==> config.mk <==
export PLATFORM = sky130hd
export DESIGN_NAME = tdc_core
export DESIGN_NICKNAME = d
export VERILOG_FILES = /design/src/tdc_core.sv /design/src/tdc_sync.sv
export SDC_FILE = /design/constraint.sdc
export NUM_CORES = 1
export LEC_CHECK = 0
export BUFFER_PORTS_ARGS = -buffer_cell sky130_fd_sc_hd__buf_4
export CAP_MARGIN = 40
export CORE_MARGIN = 5
export CORE_UTILIZATION = 59
export DETAILED_ROUTE_END_ITERATION = 7
export PLACE_DENSITY = 0.92
export SYNTH_ARGS = -nofsm -noshare
export SYNTH_HDL_FRONTEND = slang
export SYNTH_HIERARCHICAL = 1
export SYNTH_SLANG_ARGS = --single-unit
==> constraint.sdc <==
create_clock -name pclk -period 4.9 [get_ports pclk]
set_input_delay 0.49 -clock pclk [delete_from_list [all_inputs] [get_ports pclk]]
set_output_delay 0.49 -clock pclk [all_outputs]
set_load 0.01 [all_outputs]
==> src/tdc_core.sv <==
// Package and top module of the tracking converter digital control.
//
// Overview of operation
// - Large angle error raises the self-test flag.
// - Over-velocity raises the self-test flag.
// - Loop failure to null raises the flag.
// - Signal or reference loss raises the flag.
// - One input selects short or long word.
// - Resolution select sampled at busy pulse end.
// - Hold freezes outputs, counter keeps tracking.
// - Hold may last forever; tracking continues.
// - Counter changes 50 ns after busy starts.
// - Angle outputs can go high-impedance.
// - Byte enables gate bytes; unused bits zero.
// - Latch holds on hold low, passes high.
// - Busy locks latch; hold waits for end.
// - Busy pulse lasts 0.8 to 3.0 us.
//
// The APB interface to the registers and the address map are this design's own decisions.
`timescale 1ns/1ps
`default_nettype none

package tdc_pkg;

  localparam int CLK_PERIOD_NS = 10;
  localparam int BUSY_MIN_NS   = 800;
  localparam int BUSY_MAX_NS   = 3000;
  localparam int DATA_DELAY_NS = 50;

  // The busy pulse uses the shortest legal width to keep update throughput high.
  localparam int BUSY_CYC  = (BUSY_MIN_NS + CLK_PERIOD_NS - 1) / CLK_PERIOD_NS;
  localparam int BUSY_LIM  = BUSY_MAX_NS / CLK_PERIOD_NS;
  localparam int DELAY_CYC = (DATA_DELAY_NS + CLK_PERIOD_NS - 1) / CLK_PERIOD_NS;

  localparam int CNT_W = 9;
  localparam logic [CNT_W-1:0] DELAY_LOAD = CNT_W'(DELAY_CYC - 1);
  localparam logic [CNT_W-1:0] HOLD_LOAD  = CNT_W'(BUSY_CYC - DELAY_CYC - 1);

  localparam int ANGLE_W = 16;
  localparam int BYTE_W  = 8;
  localparam int PAD_W   = 2;
  localparam logic [ANGLE_W-1:0] STEP_LONG  = 16'h0001;
  localparam logic [ANGLE_W-1:0] STEP_SHORT = 16'h0004;

  localparam int ADDR_W = 12;
  localparam logic [ADDR_W-1:0] ADDR_CTRL     = 12'h000;
  localparam logic [ADDR_W-1:0] ADDR_STATUS   = 12'h004;
  localparam logic [ADDR_W-1:0] ADDR_IRQ_STAT = 12'h008;
  localparam logic [ADDR_W-1:0] ADDR_IRQ_MASK = 12'h00C;
  localparam logic [ADDR_W-1:0] ADDR_ANGLE    = 12'h010;
  localparam logic [ADDR_W-1:0] ADDR_LATCHED  = 12'h014;

  localparam int CTRL_TRACK_BIT = 0;
  localparam logic CTRL_TRACK_RST = 1'b1;

  localparam int IRQ_W          = 3;
  localparam int IRQ_SELF_TEST  = 0;
  localparam int IRQ_UPDATE     = 1;
  localparam int IRQ_RES_CHANGE = 2;
  localparam logic [IRQ_W-1:0] IRQ_MASK_RST = 3'h0;

  localparam int ST_SELF_TEST = 0;
  localparam int ST_BUSY      = 1;
  localparam int ST_SHORT     = 2;
  localparam int ST_LATCH_OPEN = 3;
  localparam int ST_FAULT_LSB = 4;

  localparam int SYNC_W = 11;
  // Byte enables and hold request idle high, so they reset high.
  localparam logic [SYNC_W-1:0] SYNC_INIT = 11'h007;

  typedef struct packed {
    logic error_large;
    logic over_velocity;
    logic loop_fail;
    logic signal_loss;
    logic reference_loss;
  } tdc_fault_s;

  typedef struct packed {
    logic [BYTE_W-1:0] data;
    logic              oe;
  } tdc_byte_s;

  typedef enum logic [1:0] {
    BUSY_IDLE,
    BUSY_DELAY,
    BUSY_HOLD
  } tdc_busy_e;

endpackage : tdc_pkg

module tdc_core (
  input  wire logic                        pclk,
  input  wire logic                        presetn,
  input  wire logic                        psel,
  input  wire logic                        penable,
  input  wire logic                        pwrite,
  input  wire logic [tdc_pkg::ADDR_W-1:0]  paddr,
  input  wire logic [31:0]                 pwdata,
  output var  logic [31:0]                 prdata,
  output var  logic                        pready,
  output var  logic                        pslverr,
  input  wire tdc_pkg::tdc_fault_s         fault_in,
  input  wire logic                        vco_up,
  input  wire logic                        vco_down,
  input  wire logic                        short_word_select,
  input  wire logic                        hold_request_n,
  input  wire logic                        upper_byte_enable_n,
  input  wire logic                        lower_byte_enable_n,
  output var  logic                        update_busy_pulse,
  output var  logic                        self_test_flag,
  output var  tdc_pkg::tdc_byte_s          upper_byte,
  output var  tdc_pkg::tdc_byte_s          lower_byte,
  output var  logic                        irq
);

  logic [tdc_pkg::SYNC_W-1:0] sync_s;

  tdc_sync #(
    .WIDTH (tdc_pkg::SYNC_W),
    .INIT  (tdc_pkg::SYNC_INIT)
  ) u_sync (
    .clk      (pclk),
    .rst_n    (presetn),
    .async_in ({fault_in, vco_up, vco_down, short_word_select,
                hold_request_n, upper_byte_enable_n, lower_byte_enable_n}),
    .sync_out (sync_s)
  );

  wire tdc_pkg::tdc_fault_s faults_s = sync_s[10:6];
  wire logic up_s      = sync_s[5];
  wire logic dn_s      = sync_s[4];
  wire logic short_s   = sync_s[3];
  wire logic hold_n_s  = sync_s[2];
  wire logic ube_n_s   = sync_s[1];
  wire logic lbe_n_s   = sync_s[0];

  // Registers.
  logic                             up_prev_reg;
  logic                             dn_prev_reg;
  logic                             pend_up_reg;
  logic                             pend_dn_reg;
  logic                             dir_up_reg;
  logic                             open_at_start_reg;
  tdc_pkg::tdc_busy_e               state_reg;
  tdc_pkg::tdc_busy_e               state_next;
  logic [tdc_pkg::CNT_W-1:0]        cnt_reg;
  logic [tdc_pkg::CNT_W-1:0]        cnt_next;
  logic                             busy_reg;
  logic                             busy_prev_reg;
  logic                             short_reg;
  logic [tdc_pkg::ANGLE_W-1:0]      angle_reg;
  logic [tdc_pkg::ANGLE_W-1:0]      latched_reg;
  logic                             track_en_reg;
  logic [tdc_pkg::IRQ_W-1:0]        irq_stat_reg;
  logic [tdc_pkg::IRQ_W-1:0]        irq_stat_next;
  logic [tdc_pkg::IRQ_W-1:0]        irq_mask_reg;

  // Counter update requests from the VCO, caught on rising edges.
  wire logic up_edge  = up_s & ~up_prev_reg;
  wire logic dn_edge  = dn_s & ~dn_prev_reg;
  wire logic req_up   = pend_up_reg | up_edge;
  wire logic req_dn   = pend_dn_reg | dn_edge;
  wire logic idle     = (state_reg == tdc_pkg::BUSY_IDLE);
  wire logic start    = idle & track_en_reg & (req_up | req_dn);
  wire logic take_up  = start & req_up;
  wire logic take_dn  = start & ~req_up & req_dn;
  // An edge landing in the cycle its pending flag is consumed is kept.
  wire logic pend_up_next = (req_up & ~take_up) | (take_up & pend_up_reg & up_edge);
  wire logic pend_dn_next = (req_dn & ~take_dn) | (take_dn & pend_dn_reg & dn_edge);

  wire logic delay_done = (state_reg == tdc_pkg::BUSY_DELAY) && (cnt_reg == '0);
  wire logic hold_done  = (state_reg == tdc_pkg::BUSY_HOLD) && (cnt_reg == '0);

  always_comb begin
    state_next = state_reg;
    cnt_next   = cnt_reg;
    unique case (state_reg)
      tdc_pkg::BUSY_IDLE: begin
        if (start) begin
          state_next = tdc_pkg::BUSY_DELAY;
          cnt_next   = tdc_pkg::DELAY_LOAD;
        end
      end
      tdc_pkg::BUSY_DELAY: begin
        if (delay_done) begin
          state_next = tdc_pkg::BUSY_HOLD;
          cnt_next   = tdc_pkg::HOLD_LOAD;
        end else begin
          cnt_next = cnt_reg - 1'b1;
        end
      end
      tdc_pkg::BUSY_HOLD: begin
        if (hold_done) begin
          state_next = tdc_pkg::BUSY_IDLE;
        end else begin
          cnt_next = cnt_reg - 1'b1;
        end
      end
      default: begin
        state_next = tdc_pkg::BUSY_IDLE;
        cnt_next   = '0;
      end
    endcase
  end

  wire logic busy_next = (state_next != tdc_pkg::BUSY_IDLE);
  wire logic busy_fall = busy_prev_reg & ~busy_reg;

  // Step size follows the resolution in force, so velocity scaling moves with it.
  wire logic [tdc_pkg::ANGLE_W-1:0] step = short_reg ? tdc_pkg::STEP_SHORT
                                                     : tdc_pkg::STEP_LONG;
  wire logic [tdc_pkg::ANGLE_W-1:0] angle_step =
    dir_up_reg ? angle_reg + step : angle_reg - step;

  // Unused low bits read as zero in short-word mode.
  wire logic [tdc_pkg::ANGLE_W-1:0] angle_view = short_reg
    ? {angle_reg[tdc_pkg::ANGLE_W-1:tdc_pkg::PAD_W], {tdc_pkg::PAD_W{1'b0}}}
    : angle_reg;

  // A hold raised during busy still lets the fresh value in as the pulse ends.
  // A hold already in force when the pulse began keeps the latch shut throughout.
  wire logic latch_open = ~busy_reg & (hold_n_s | (busy_fall & open_at_start_reg));

  wire logic fault_any = |faults_s;
  wire logic self_test_rise = fault_any & ~self_test_flag;
  wire logic res_change = busy_fall & (short_s != short_reg);

  // APB decode; writes land on the edge that completes the transfer.
  wire logic acc_first = psel & penable & ~pready;
  wire logic acc_done  = psel & penable & pready;
  wire logic wr_en     = acc_done & pwrite;
  wire logic sel_ctrl  = (paddr == tdc_pkg::ADDR_CTRL);
  wire logic sel_stat  = (paddr == tdc_pkg::ADDR_STATUS);
  wire logic sel_istat = (paddr == tdc_pkg::ADDR_IRQ_STAT);
  wire logic sel_imask = (paddr == tdc_pkg::ADDR_IRQ_MASK);
  wire logic sel_angle = (paddr == tdc_pkg::ADDR_ANGLE);
  wire logic sel_latch = (paddr == tdc_pkg::ADDR_LATCHED);
  wire logic hit = sel_ctrl | sel_stat | sel_istat | sel_imask | sel_angle | sel_latch;

  wire logic [31:0] status_word = {
    23'h000000,
    faults_s,
    latch_open,
    short_reg,
    busy_reg,
    self_test_flag
  };

  wire logic [31:0] rd_data =
      sel_ctrl  ? {31'h00000000, track_en_reg} :
      sel_stat  ? status_word :
      sel_istat ? {29'h00000000, irq_stat_reg} :
      sel_imask ? {29'h00000000, irq_mask_reg} :
      sel_angle ? {16'h0000, angle_view} :
      sel_latch ? {16'h0000, latched_reg} :
                  32'h00000000;

  wire logic [tdc_pkg::IRQ_W-1:0] irq_events = {res_change, busy_fall, self_test_rise};
  wire logic [tdc_pkg::IRQ_W-1:0] irq_w1c =
    (wr_en & sel_istat) ? pwdata[tdc_pkg::IRQ_W-1:0] : '0;

  // A new event wins over a clear written in the same cycle.
  assign irq_stat_next = (irq_stat_reg & ~irq_w1c) | irq_events;

  always_ff @(posedge pclk or negedge presetn) begin
    if (!presetn) begin
      up_prev_reg <= 1'b0;
      dn_prev_reg <= 1'b0;
      pend_up_reg <= 1'b0;
      pend_dn_reg <= 1'b0;
    end else begin
      up_prev_reg <= up_s;
      dn_prev_reg <= dn_s;
      pend_up_reg <= pend_up_next;
      pend_dn_reg <= pend_dn_next;
    end
  end

  always_ff @(posedge pclk or negedge presetn) begin
    if (!presetn) begin
      state_reg     <= tdc_pkg::BUSY_IDLE;
      cnt_reg       <= '0;
      busy_reg      <= 1'b0;
      busy_prev_reg <= 1'b0;
      dir_up_reg    <= 1'b0;
      open_at_start_reg <= 1'b1;
    end else begin
      state_reg     <= state_next;
      cnt_reg       <= cnt_next;
      busy_reg      <= busy_next;
      busy_prev_reg <= busy_reg;
      if (start) begin
        dir_up_reg        <= take_up;
        open_at_start_reg <= hold_n_s;
      end
    end
  end

  // The counter moves only after the data delay, well inside the busy pulse.
  always_ff @(posedge pclk or negedge presetn) begin
    if (!presetn) begin
      angle_reg <= 16'h0000;
    end else if (delay_done) begin
      angle_reg <= angle_step;
    end
  end

  always_ff @(posedge pclk or negedge presetn) begin
    if (!presetn) begin
      short_reg <= 1'b0;
    end else if (busy_fall) begin
      short_reg <= short_s;
    end
  end

  always_ff @(posedge pclk or negedge presetn) begin
    if (!presetn) begin
      latched_reg <= 16'h0000;
    end else if (latch_open) begin
      latched_reg <= angle_view;
    end
  end

  always_ff @(posedge pclk or negedge presetn) begin
    if (!presetn) begin
      self_test_flag <= 1'b0;
    end else begin
      self_test_flag <= fault_any;
    end
  end

  // Each byte drives the shared bus only while its own enable is low.
  always_ff @(posedge pclk or negedge presetn) begin
    if (!presetn) begin
      upper_byte <= '0;
      lower_byte <= '0;
    end else begin
      upper_byte.data <= latched_reg[15:8];
      upper_byte.oe   <= ~ube_n_s;
      lower_byte.data <= latched_reg[7:0];
      lower_byte.oe   <= ~lbe_n_s;
    end
  end

  always_ff @(posedge pclk or negedge presetn) begin
    if (!presetn) begin
      update_busy_pulse <= 1'b0;
    end else begin
      update_busy_pulse <= busy_next;
    end
  end

  always_ff @(posedge pclk or negedge presetn) begin
    if (!presetn) begin
      track_en_reg <= tdc_pkg::CTRL_TRACK_RST;
      irq_mask_reg <= tdc_pkg::IRQ_MASK_RST;
    end else if (wr_en) begin
      if (sel_ctrl) begin
        track_en_reg <= pwdata[tdc_pkg::CTRL_TRACK_BIT];
      end
      if (sel_imask) begin
        irq_mask_reg <= pwdata[tdc_pkg::IRQ_W-1:0];
      end
    end
  end

  always_ff @(posedge pclk or negedge presetn) begin
    if (!presetn) begin
      irq_stat_reg <= '0;
      irq          <= 1'b0;
    end else begin
      irq_stat_reg <= irq_stat_next;
      irq          <= |(irq_stat_next & irq_mask_reg);
    end
  end

  // One wait state gives a registered read path at the cost of a cycle.
  always_ff @(posedge pclk or negedge presetn) begin
    if (!presetn) begin
      pready  <= 1'b0;
      pslverr <= 1'b0;
      prdata  <= 32'h00000000;
    end else begin
      pready  <= acc_first;
      pslverr <= acc_first & ~hit;
      if (acc_first) begin
        prdata <= pwrite ? 32'h00000000 : rd_data;
      end
    end
  end

endmodule : tdc_core

`default_nettype wire

==> src/tdc_sync.sv <==
// Two-stage synchroniser for a group of pin inputs.
`timescale 1ns/1ps
`default_nettype none

module tdc_sync #(
  parameter int           WIDTH = 1,
  parameter logic [WIDTH-1:0] INIT  = '0
) (
  input  wire logic             clk,
  input  wire logic             rst_n,
  input  wire logic [WIDTH-1:0] async_in,
  output var  logic [WIDTH-1:0] sync_out
);

  logic [WIDTH-1:0] meta_reg;

  // The first stage feeds only the second stage, to keep metastability contained.
  always_ff @(posedge clk or negedge rst_n) begin
    if (!rst_n) begin
      meta_reg <= INIT;
      sync_out <= INIT;
    end else begin
      meta_reg <= async_in;
      sync_out <= meta_reg;
    end
  end

endmodule : tdc_sync

`default_nettype wire

======== Word level (Yosys, flattened, before mapping) ========
Index checks and enable logic that the tools add are counted.
word-level totals
  output and inout port bits .............. 55
  latch bits .............................. 0
  RAM bits ................................ 0
  input bits .............................. 60
  memories kept ........................... 0
  logic and storage cells ................. 120
  register bits ........................... 135
  bits in read-only memories .............. 0
operators by class
  eq/ne operators ......................... 10
  bitwise gates (word level) .............. 50
  divide/modulo/power cells ............... 0
  order comparisons ....................... 0
  mux-type cells .......................... 19
  multiply operators ...................... 0
  reduce and logical (&&, ||, !) cells .... 11
  $add $sub $neg .......................... 3
  shift-type cells ........................ 0
operators with widths
  operator                                           number
  two-way mux 16 bit                                 8
  two-way mux 9 bit                                  3
  case mux 9 bit (3 select lines)                    1
  bitwise AND 1 bit                                  24
  == test 12 x 4 -> 1 bit (second input constant)    2
  == test 12 x 5 -> 1 bit (second input constant)    2
  adder 16 x 3 -> 16 bit                             1
  subtractor 16 x 3 -> 16 bit                        1
  == test 12 x 3 -> 1 bit (second input constant)    1
  zero test 12 bit                                   1
  inverter 1 bit                                     11
  OR 1 bit                                           11
  zero test 9 bit                                    1
  subtractor 9 x 1 -> 9 bit (second input constant)  1
  two-way mux 2 bit                                  4
  bitwise AND 3 bit                                  2
  two-way mux 3 bit                                  2
  case mux 2 bit (3 select lines)                    1
  AND reduction 2 bit                                3
  OR reduction 5 bit                                 1
  inverter 3 bit                                     1
  OR 3 bit                                           1
  OR reduction 3 bit                                 1
  == test 2 x 1 -> 1 bit (second input constant)     1
  7 further kinds                                    8

======== Depth between registers and ports, before layout ========
Gate-level depths: netlist (run 1).
  word-level depth ........................ 10
  gate-level depth with buffers ........... 10
  depth with buffers taken out ............ 10

======== By module ========
The synthesis (run 1) kept the hierarchy.
by module, submodules not included
  module    times used  cells each  area an instance (um^2)
  tdc_core  1           480         4952.2
  tdc_sync  1           22          558.0

======== Least setup slack after synthesis (run 1) ========
No wires, ideal clock.
  kind .................................... register to register
  start point ............................. reg dir_up_reg
  end point ............................... reg angle_reg[14] (netlist name)
  library setup time ...................... 0.095 ns
  arrival time ............................ 2.240 ns
  required time ........................... 4.805 ns
  period minus slack after synthesis ...... 2.336 ns
  setup slack ............................. 2.564 ns
  stages on the path, launching flop included .. 10
  path through ............................ dfrtp_1 inv_1 nand2_1 fa_1 nor2b_1 o31a_1 o21bai_1 a211oi_1 nor4_1 o31ai_1
between the ends
  cells in the longest elaborated chain, start to end .. 1
ends and longest elaborated chain
  element                 RTL line         source
  from (decl)             tdc_core.sv:144  logic dir_up_reg;
  from (signal assigned)  tdc_core.sv:295  dir_up_reg <= take_up;
  two-way mux 16 bit      tdc_core.sv:215  dir_up_reg ? angle_reg + step : angle_reg - step;
  to (signal assigned)    tdc_core.sv:306  angle_reg <= angle_step;
  to (decl)               tdc_core.sv:153  logic [tdc_pkg::ANGLE_W-1:0] angle_reg;
Every way passes these cells.
A chain may end at the register's enable or synchronous reset.

======== Final worst setup path (run 1) ========
Same ends and word-level chain as after synthesis.

==> results.md, run 1 <==
- Net Sw Frac: 0.246
- Seq/Total Area, Yosys: 0.542
- Synth unique cells: 54
- Headroom to the max-slew limit: 0.358
- Cell Area, Synth: 0.00551 mm²
- Fin crit period: 2.95 ns
- Yosys top cell area share: 0.504
- # hold bufs at CTS: 0
- Leak: 3.27 nW
- Hold Vio Cnt, Final: 0
- Cell count after synthesis: 502
- Detailed placement HPWL: 8280 µm
- Placed Area: 0.00606 mm²
- Row cnt: 35
- CTS tree: done
- Root Driver: clkbuf_8
- RSZ-0062 raised after global routing: false
- Sum Neg Setup Slack: 0 ns
- Resize count post-CTS: 0
- Worst Setup Start Kind: flip-flop
- Die Y-Extent: 107 µm
- NumNets Final: 655
- TritonCTS Sinks: 119
- Final worst slack: 1.95 ns
- Synth Warn #: 6
- Remaining global-route overflow: 0
- Finished Core Util: 0.723
- Worst hold path type: input port to flip-flop
- Critical path class: flip-flop to flip-flop
- DRT antenna net count: 0
- Max clock buf depth: 2
- Die Area: 0.0114 mm²
- Layout Cells excl Fill: 700
- Status: finished clean
- Area grow syn2layout: 20.2%
- Top-Level Pins: 115
- Iteration-0 DRC Markers: 228
- Area leader, netlist: dfrtp_1
- Number of remaining DRC errors: 0
- Crit path capture type: flip-flop
- Worst-Margin Slew: 0.951 ns
- DR WL/cell: 18.1 µm
- Synth area leaders: dfrtp_1 50%, mux2_2 4.3%, ha_1 4.1%
- Port Buffers: 69
- Placed insts: 668
- Antenna cells: 0
- Tcrit/Tclk final: 0.602
- Logic pwr share: 0.050
- Worst-path maximum fanout: 13
- Design Area, Final: 0.00662 mm²
- Setup bufs post-CTS: 0
- Synth top cells by count: 111 x dfrtp_1, 50 x nand2_1, 44 x o21ai_0
- GRT Overall Usage: 0.234
- Synth Register Bits: 119
- Starting Density: 0.602
- Vias in the first global route: 4,293
- Clock-pin slew on the worst setup and hold paths: 0.06 ns
- Post-synth EDFFs: 0
- GPL Wtd Cong: 0.865
- Sw power: 0.563 mW
- Via/cell ratio: 5.97
- H-tree depth: 4
- Pwr dens: 346 mW/mm²
- VDD IR max: 0.171 mV
- Routed wire length: 12,700 µm
- Setup violations, final: 0
- Cell with the most instances after synthesis: dfrtp_1
- Fraction of registers with async set/reset: 1.00
- Slew Viols, Final: 0
- Core area: 0.00915 mm²
- Internal power: 1.73 mW
- Sequential share of power: 0.441
- Fmax: 339 MHz
- Overall Power: 2.29 mW
- Share of cells above drive strength 1: 0.236
- Worst-skew pair later-pin latency: 0.53 ns
- Critical Path RT: 5.33 ns
- Dpl ws: 2.08 ns
- Detailed Routing Iterations Pass 1: 5
- Antenna violations before repair: 0
- Filler instances: 576
- Crit path DAT: 3.37 ns
- Pin count of the biggest net entering global routing: 72
- Hold slack: 0.0608 ns
- First-pass GRT wire length: 21,000 µm
- Vias: 4,181
- Setup Skew: 0.0108 ns
- Die width: 107 µm
- Max-Cap Viols: 0
- Clock power share: 0.510
- Cts bufs inserted: 17
- Syn avg cell area: 11.0 µm²
- Main synth FF type: dfrtp_1
[routing by layer]
metal	vias up	part of all wire	global-route usage
met1	2031	0.39	0.275
li1	1922	-	-
met2	183	0.51	0.403
met4	0	0.031	0.116
met3	45	0.065	0.0542
met5	-	0	0
[cell usage in the layout (no fill, tap or decap), types with 3 or more instances in the layout]
cell type and count:
nor4_1 6, nor3_1 11, inv_1 17, a221o_1 3
nand2_1 50, o21a_1 6, nand2b_1 6, inv_6 4
clkbuf_16 16, nand4_1 4, dfstp_2 8, nand3_1 10
a211oi_1 4, o31ai_1 7, ha_1 18, conb_1 16
xnor2_1 7, mux2i_1 16, a22oi_1 5, nor2_1 23
dfrtp_1 111, clkinvlp_4 4, buf_4 71, clkinv_4 4
a21o_1 10, or3_1 6, nor3b_1 12, a21oi_1 20
o21ai_0 44, mux2_2 21, nor2b_1 8, o41ai_1 3
xor2_1 5
[final timing paths]
kind / depth (start not counted) / slack (ns) / startpoint / to
hold reg to reg: 0 / 0.35 / u_sync/meta_reg[7] / u_sync/sync_out[7]
min in group asynchronous: 1 / 0.08 / presetn / upper_byte[0]
setup / recovery: 9 / 1.95 / dir_up_reg / angle_reg[14]
setup reg to reg: 9 / 1.95 / dir_up_reg / angle_reg[14]
max in group asynchronous: 2 / 3.68 / presetn / angle_reg[0]
hold / removal: 1 / 0.06 / hold_request_n / u_sync/meta_reg[2]
[power groups by stage]
| stage | registers [mW] | clock network [mW] | logic (mW) |
|---|---|---|---|
| floorplan | 1.03 | 0 | 0.0657 |
| global placement | 1.03 | 0 | 0.107 |
| detailed placement | 1.03 | 0 | 0.111 |
| CTS | 1.01 | 1.17 | 0.113 |
| global route | 1.01 | 1.23 | 0.125 |
| finish | 1.01 | 1.17 | 0.114 |
[cell families after synthesis]
group / after synthesis / share of synthesized area
muxes: 37 / 0.0720
xor gates and xnor gates: 12 / 0.0191
and+or+nand+nor: 148 / 0.141
DFF: 119 / 0.542
AOI/OAI and AO/OA: 116 / 0.133
buffers and inverters: 48 / 0.0438
adders and majority gates: 21 / 0.0481
other: 1 / 0.000681
[cell type report]
type	count	area (µm²)	area share
sequential	119	2990	0.451
multi-input combinational	350	2340	0.353
timing repair buffer	71	533	0.0805
clock buffer	17	414	0.0625
clock inverter	15	146	0.0221
tap	111	139	0.0210
inverter	17	63.8	0.00964
[critical path: stages, from the launching register on]
cell and delay, ns:
dfrtp_1 0.45, inv_1 0.41, nand2_1 0.19, fa_1 0.47
nor2b_1 0.18, o31a_1 0.20, o21bai_1 0.13, a211oi_1 0.40
nor4_1 0.14, o31ai_1 0.26
Note: power is estimated with default switching activity, not from simulation.
==> run 2, diff against run 1 <==
--- a/config.mk
+++ b/config.mk
@@ -8,9 +8,9 @@
 export BUFFER_PORTS_ARGS = -buffer_cell sky130_fd_sc_hd__buf_4
 export CAP_MARGIN = 40
 export CORE_MARGIN = 5
-export CORE_UTILIZATION = 59
+export CORE_UTILIZATION = 49
 export DETAILED_ROUTE_END_ITERATION = 7
-export PLACE_DENSITY = 0.92
+export PLACE_DENSITY = 0.83
 export SYNTH_ARGS = -nofsm -noshare
 export SYNTH_HDL_FRONTEND = slang
 export SYNTH_HIERARCHICAL = 1
==> constraint.sdc (replaced) <==
create_clock -name pclk -period 2.6 [get_ports pclk]
set_input_delay 0.26 -clock pclk [delete_from_list [all_inputs] [get_ports pclk]]
set_output_delay 0.26 -clock pclk [all_outputs]
set_load 0.01 [all_outputs]
==> run 2 against run 1 <==
  * Worst setup slack lost 1.8 ns
  * Largest cell class unchanged
  * Critical path type unchanged
  * Final cell count grew 7.3%
  * Maximum frequency grew 20%
  * Highest routed layer unchanged
==> results.md, run 2 (same netlist as run 1, synthesis figures left out) <==
- Status: finished clean
- VDD IR max: 0.471 mV (+180%)
- DRT antenna net count: 0 (unchanged)
- DR WL/cell: 17.2 µm (-4.8%)
- Clock-pin slew on the worst setup and hold paths: 0.06 ns (about the same)
- Most frequent cell on the critical path: o21a_1
- CP max stage delay: 0.48 ns (about the same)
- Antenna cells: 0 (unchanged)
- GRT Overall Usage: 0.202 (-0.0321)
- Max-Cap Viols: 0 (unchanged)
- Worst-skew pair later-pin latency: 0.41 ns (-0.12 ns)
- Hold Vio Cnt, Final: 0 (unchanged)
- Stages on the worst setup path: 9 (unchanged)
- Critical Path RT: 2.94 ns (-2.39 ns)
- CTS tree: done
- Placed insts: 706 (+5.7%)
- RSZ-0062 raised after global routing: false
- Setup violations, final: 0 (unchanged)
- Setup Skew: 0.0124 ns (+0.00168 ns)
- Most frequent cells in the layout: 111 x dfrtp_1, 80 x buf_4, 50 x nand2_1, 44 x o21ai_0, 23 x nor2_1
- Logic pwr share: 0.055 (+0.005)
- Number of remaining DRC errors: 0 (unchanged)
- Bufs and invs on worst path: 1 (unchanged)
- First-pass GRT wire length: 21,300 µm (+1.5%)
- Crit path capture type: flip-flop
- Top-Level Pins: 115 (unchanged)
- Port Buffers: 69 (unchanged)
- Dpl ws: 0.0543 ns (-2.02 ns)
- GPL Wtd Cong: 0.877 (+1.4%)
- Via/cell ratio: 5.62 (-5.8%)
- Vias: 4,224 (+1.0%)
- Pin count of the biggest net entering global routing: 67 (-6.9%)
- Layout Cells excl Fill: 751 (+7.3%)
- Fin crit period: 2.45 ns (-0.500 ns)
- Detailed placement HPWL: 8460 µm (+2.1%)
- Net Sw Frac: 0.235 (-0.0105)
- Clock power share: 0.508 (-0.002)
- Critical path class: flip-flop to flip-flop
- Core area: 0.0109 mm² (+19%)
- Vias in the first global route: 4,315 (+0.51%)
- Routed wire length: 12,900 µm (+2.1%)
- Slew Viols, Final: 0 (unchanged)
- Leak: 3.39 nW (+3.5%)
- Fmax: 408 MHz (+20%)
- H-tree depth: 4 (unchanged)
- Tcrit/Tclk final: 0.942 (+0.340)
- TritonCTS Sinks: 119 (unchanged)
- Internal power: 3.33 mW (+93%)
- CP cell instances: buf_4, nand2_1, ha_1, nor2b_2, o31a_1, o21a_1, o21a_1, or4_1, nand3_1
- Die width: 116 µm (+8.8%)
- Row cnt: 38 (+8.6%)
- Slowest-stage cell, CP: or4_1
- Placed Area: 0.00618 mm² (+1.9%)
- Design Area, Final: 0.00689 mm² (+4.0%)
- Worst hold path stage count: 2 (+1)
- Sw power: 1.03 mW (+82%)
- Pwr dens: 633 mW/mm² (+83%)
- Area grow syn2layout: 25.0%
- Commonest non-fill, non-tap cell in the layout: dfrtp_1
- Detailed Routing Iterations Pass 1: 5 (unchanged)
- Final worst slack: 0.150 ns (-1.80 ns)
- Die Y-Extent: 116 µm (+8.8%)
- CP top delay family: simple AND/OR/NAND/NOR gates
- Antenna violations before repair: 0 (unchanged)
- Worst-path maximum fanout: 6 (-7)
- Sum Neg Setup Slack: 0 ns (unchanged)
- Headroom to the max-slew limit: 0.426 (+0.0682)
- Die Area: 0.0135 mm² (+18%)
- Iteration-0 DRC Markers: 381 (+67%)
- Remaining global-route overflow: 0 (unchanged)
- Sequential share of power: 0.437 (-0.004)
- Finished Core Util: 0.630 (-0.0938)
- Starting Density: 0.504 (-0.0982)
- Worst r2r path cells: 9 (unchanged)
- Worst-Margin Slew: 0.861 ns (-0.0898 ns)
- Crit path DAT: 2.79 ns (-0.58 ns)
- Root Driver: clkbuf_16
- Cts bufs inserted: 17 (unchanged)
- Worst hold path type: input port to flip-flop
- Max clock buf depth: 2 (unchanged)
- Worst Setup Start Kind: flip-flop
- Share of cells above drive strength 1: 0.254 (+0.0177)
- NumNets Final: 677 (+3.4%)
## run 2: final timing paths
check	from	to	slack, ns
min in group asynchronous	presetn	u_sync/meta_reg[7]	0.52
min reg2reg	u_sync/meta_reg[9]	u_sync/sync_out[9]	0.34
min	pwrite	prdata[1]	0.07
max	dir_up_reg	angle_reg[8]	0.15
max reg2reg	dir_up_reg	angle_reg[8]	0.15
max in group asynchronous	presetn	angle_reg[6]	1.30
## run 2: final cells by class
type	instances	area, µm²
Fill cell	801	4050
Timing Repair Buffer	93	741
Clock buffer	18	439
Sequential cell	119	2990
Clock inverter	14	125
Tap cell	140	175
Multi-Input combinational cell	350	2350
Inverter	17	63.8
## run 2: repair_timing
item,CTS,global route
endpoints found under the hold margin,58,0
setup buffers,0,1
gates cloned,0,0
hold buffers,12,0
setup endpoints to repair,1,2
gates resized for setup,2,4
pin swaps,0,3
## run 2: through the flow
stage	power, mW	hold slack [ns]
finish	4.36	0.0701
global route	4.51	0.0738
CTS	4.39	0.0581
detailed placement	2.16	0.336
global placement	2.15	0.333
floorplan	2.06	-0.0356
## run 2: layer usage
layer  wire (µm)  vias up  GRT usage
li1            -     1959          -
met1        5260     2069      0.249
met2        6560      166      0.341
met3         841       30     0.0538
met4         276        0     0.0758
met5           0        -          0
## run 2: power groups by stage
stage,logic (mW),registers [mW],clock network [mW]
final,0.239,1.90,2.21
after global routing,0.264,1.91,2.34
after CTS,0.238,1.90,2.25
after detailed placement,0.220,1.94,0
after global placement,0.213,1.93,0
after floorplan,0.124,1.93,0
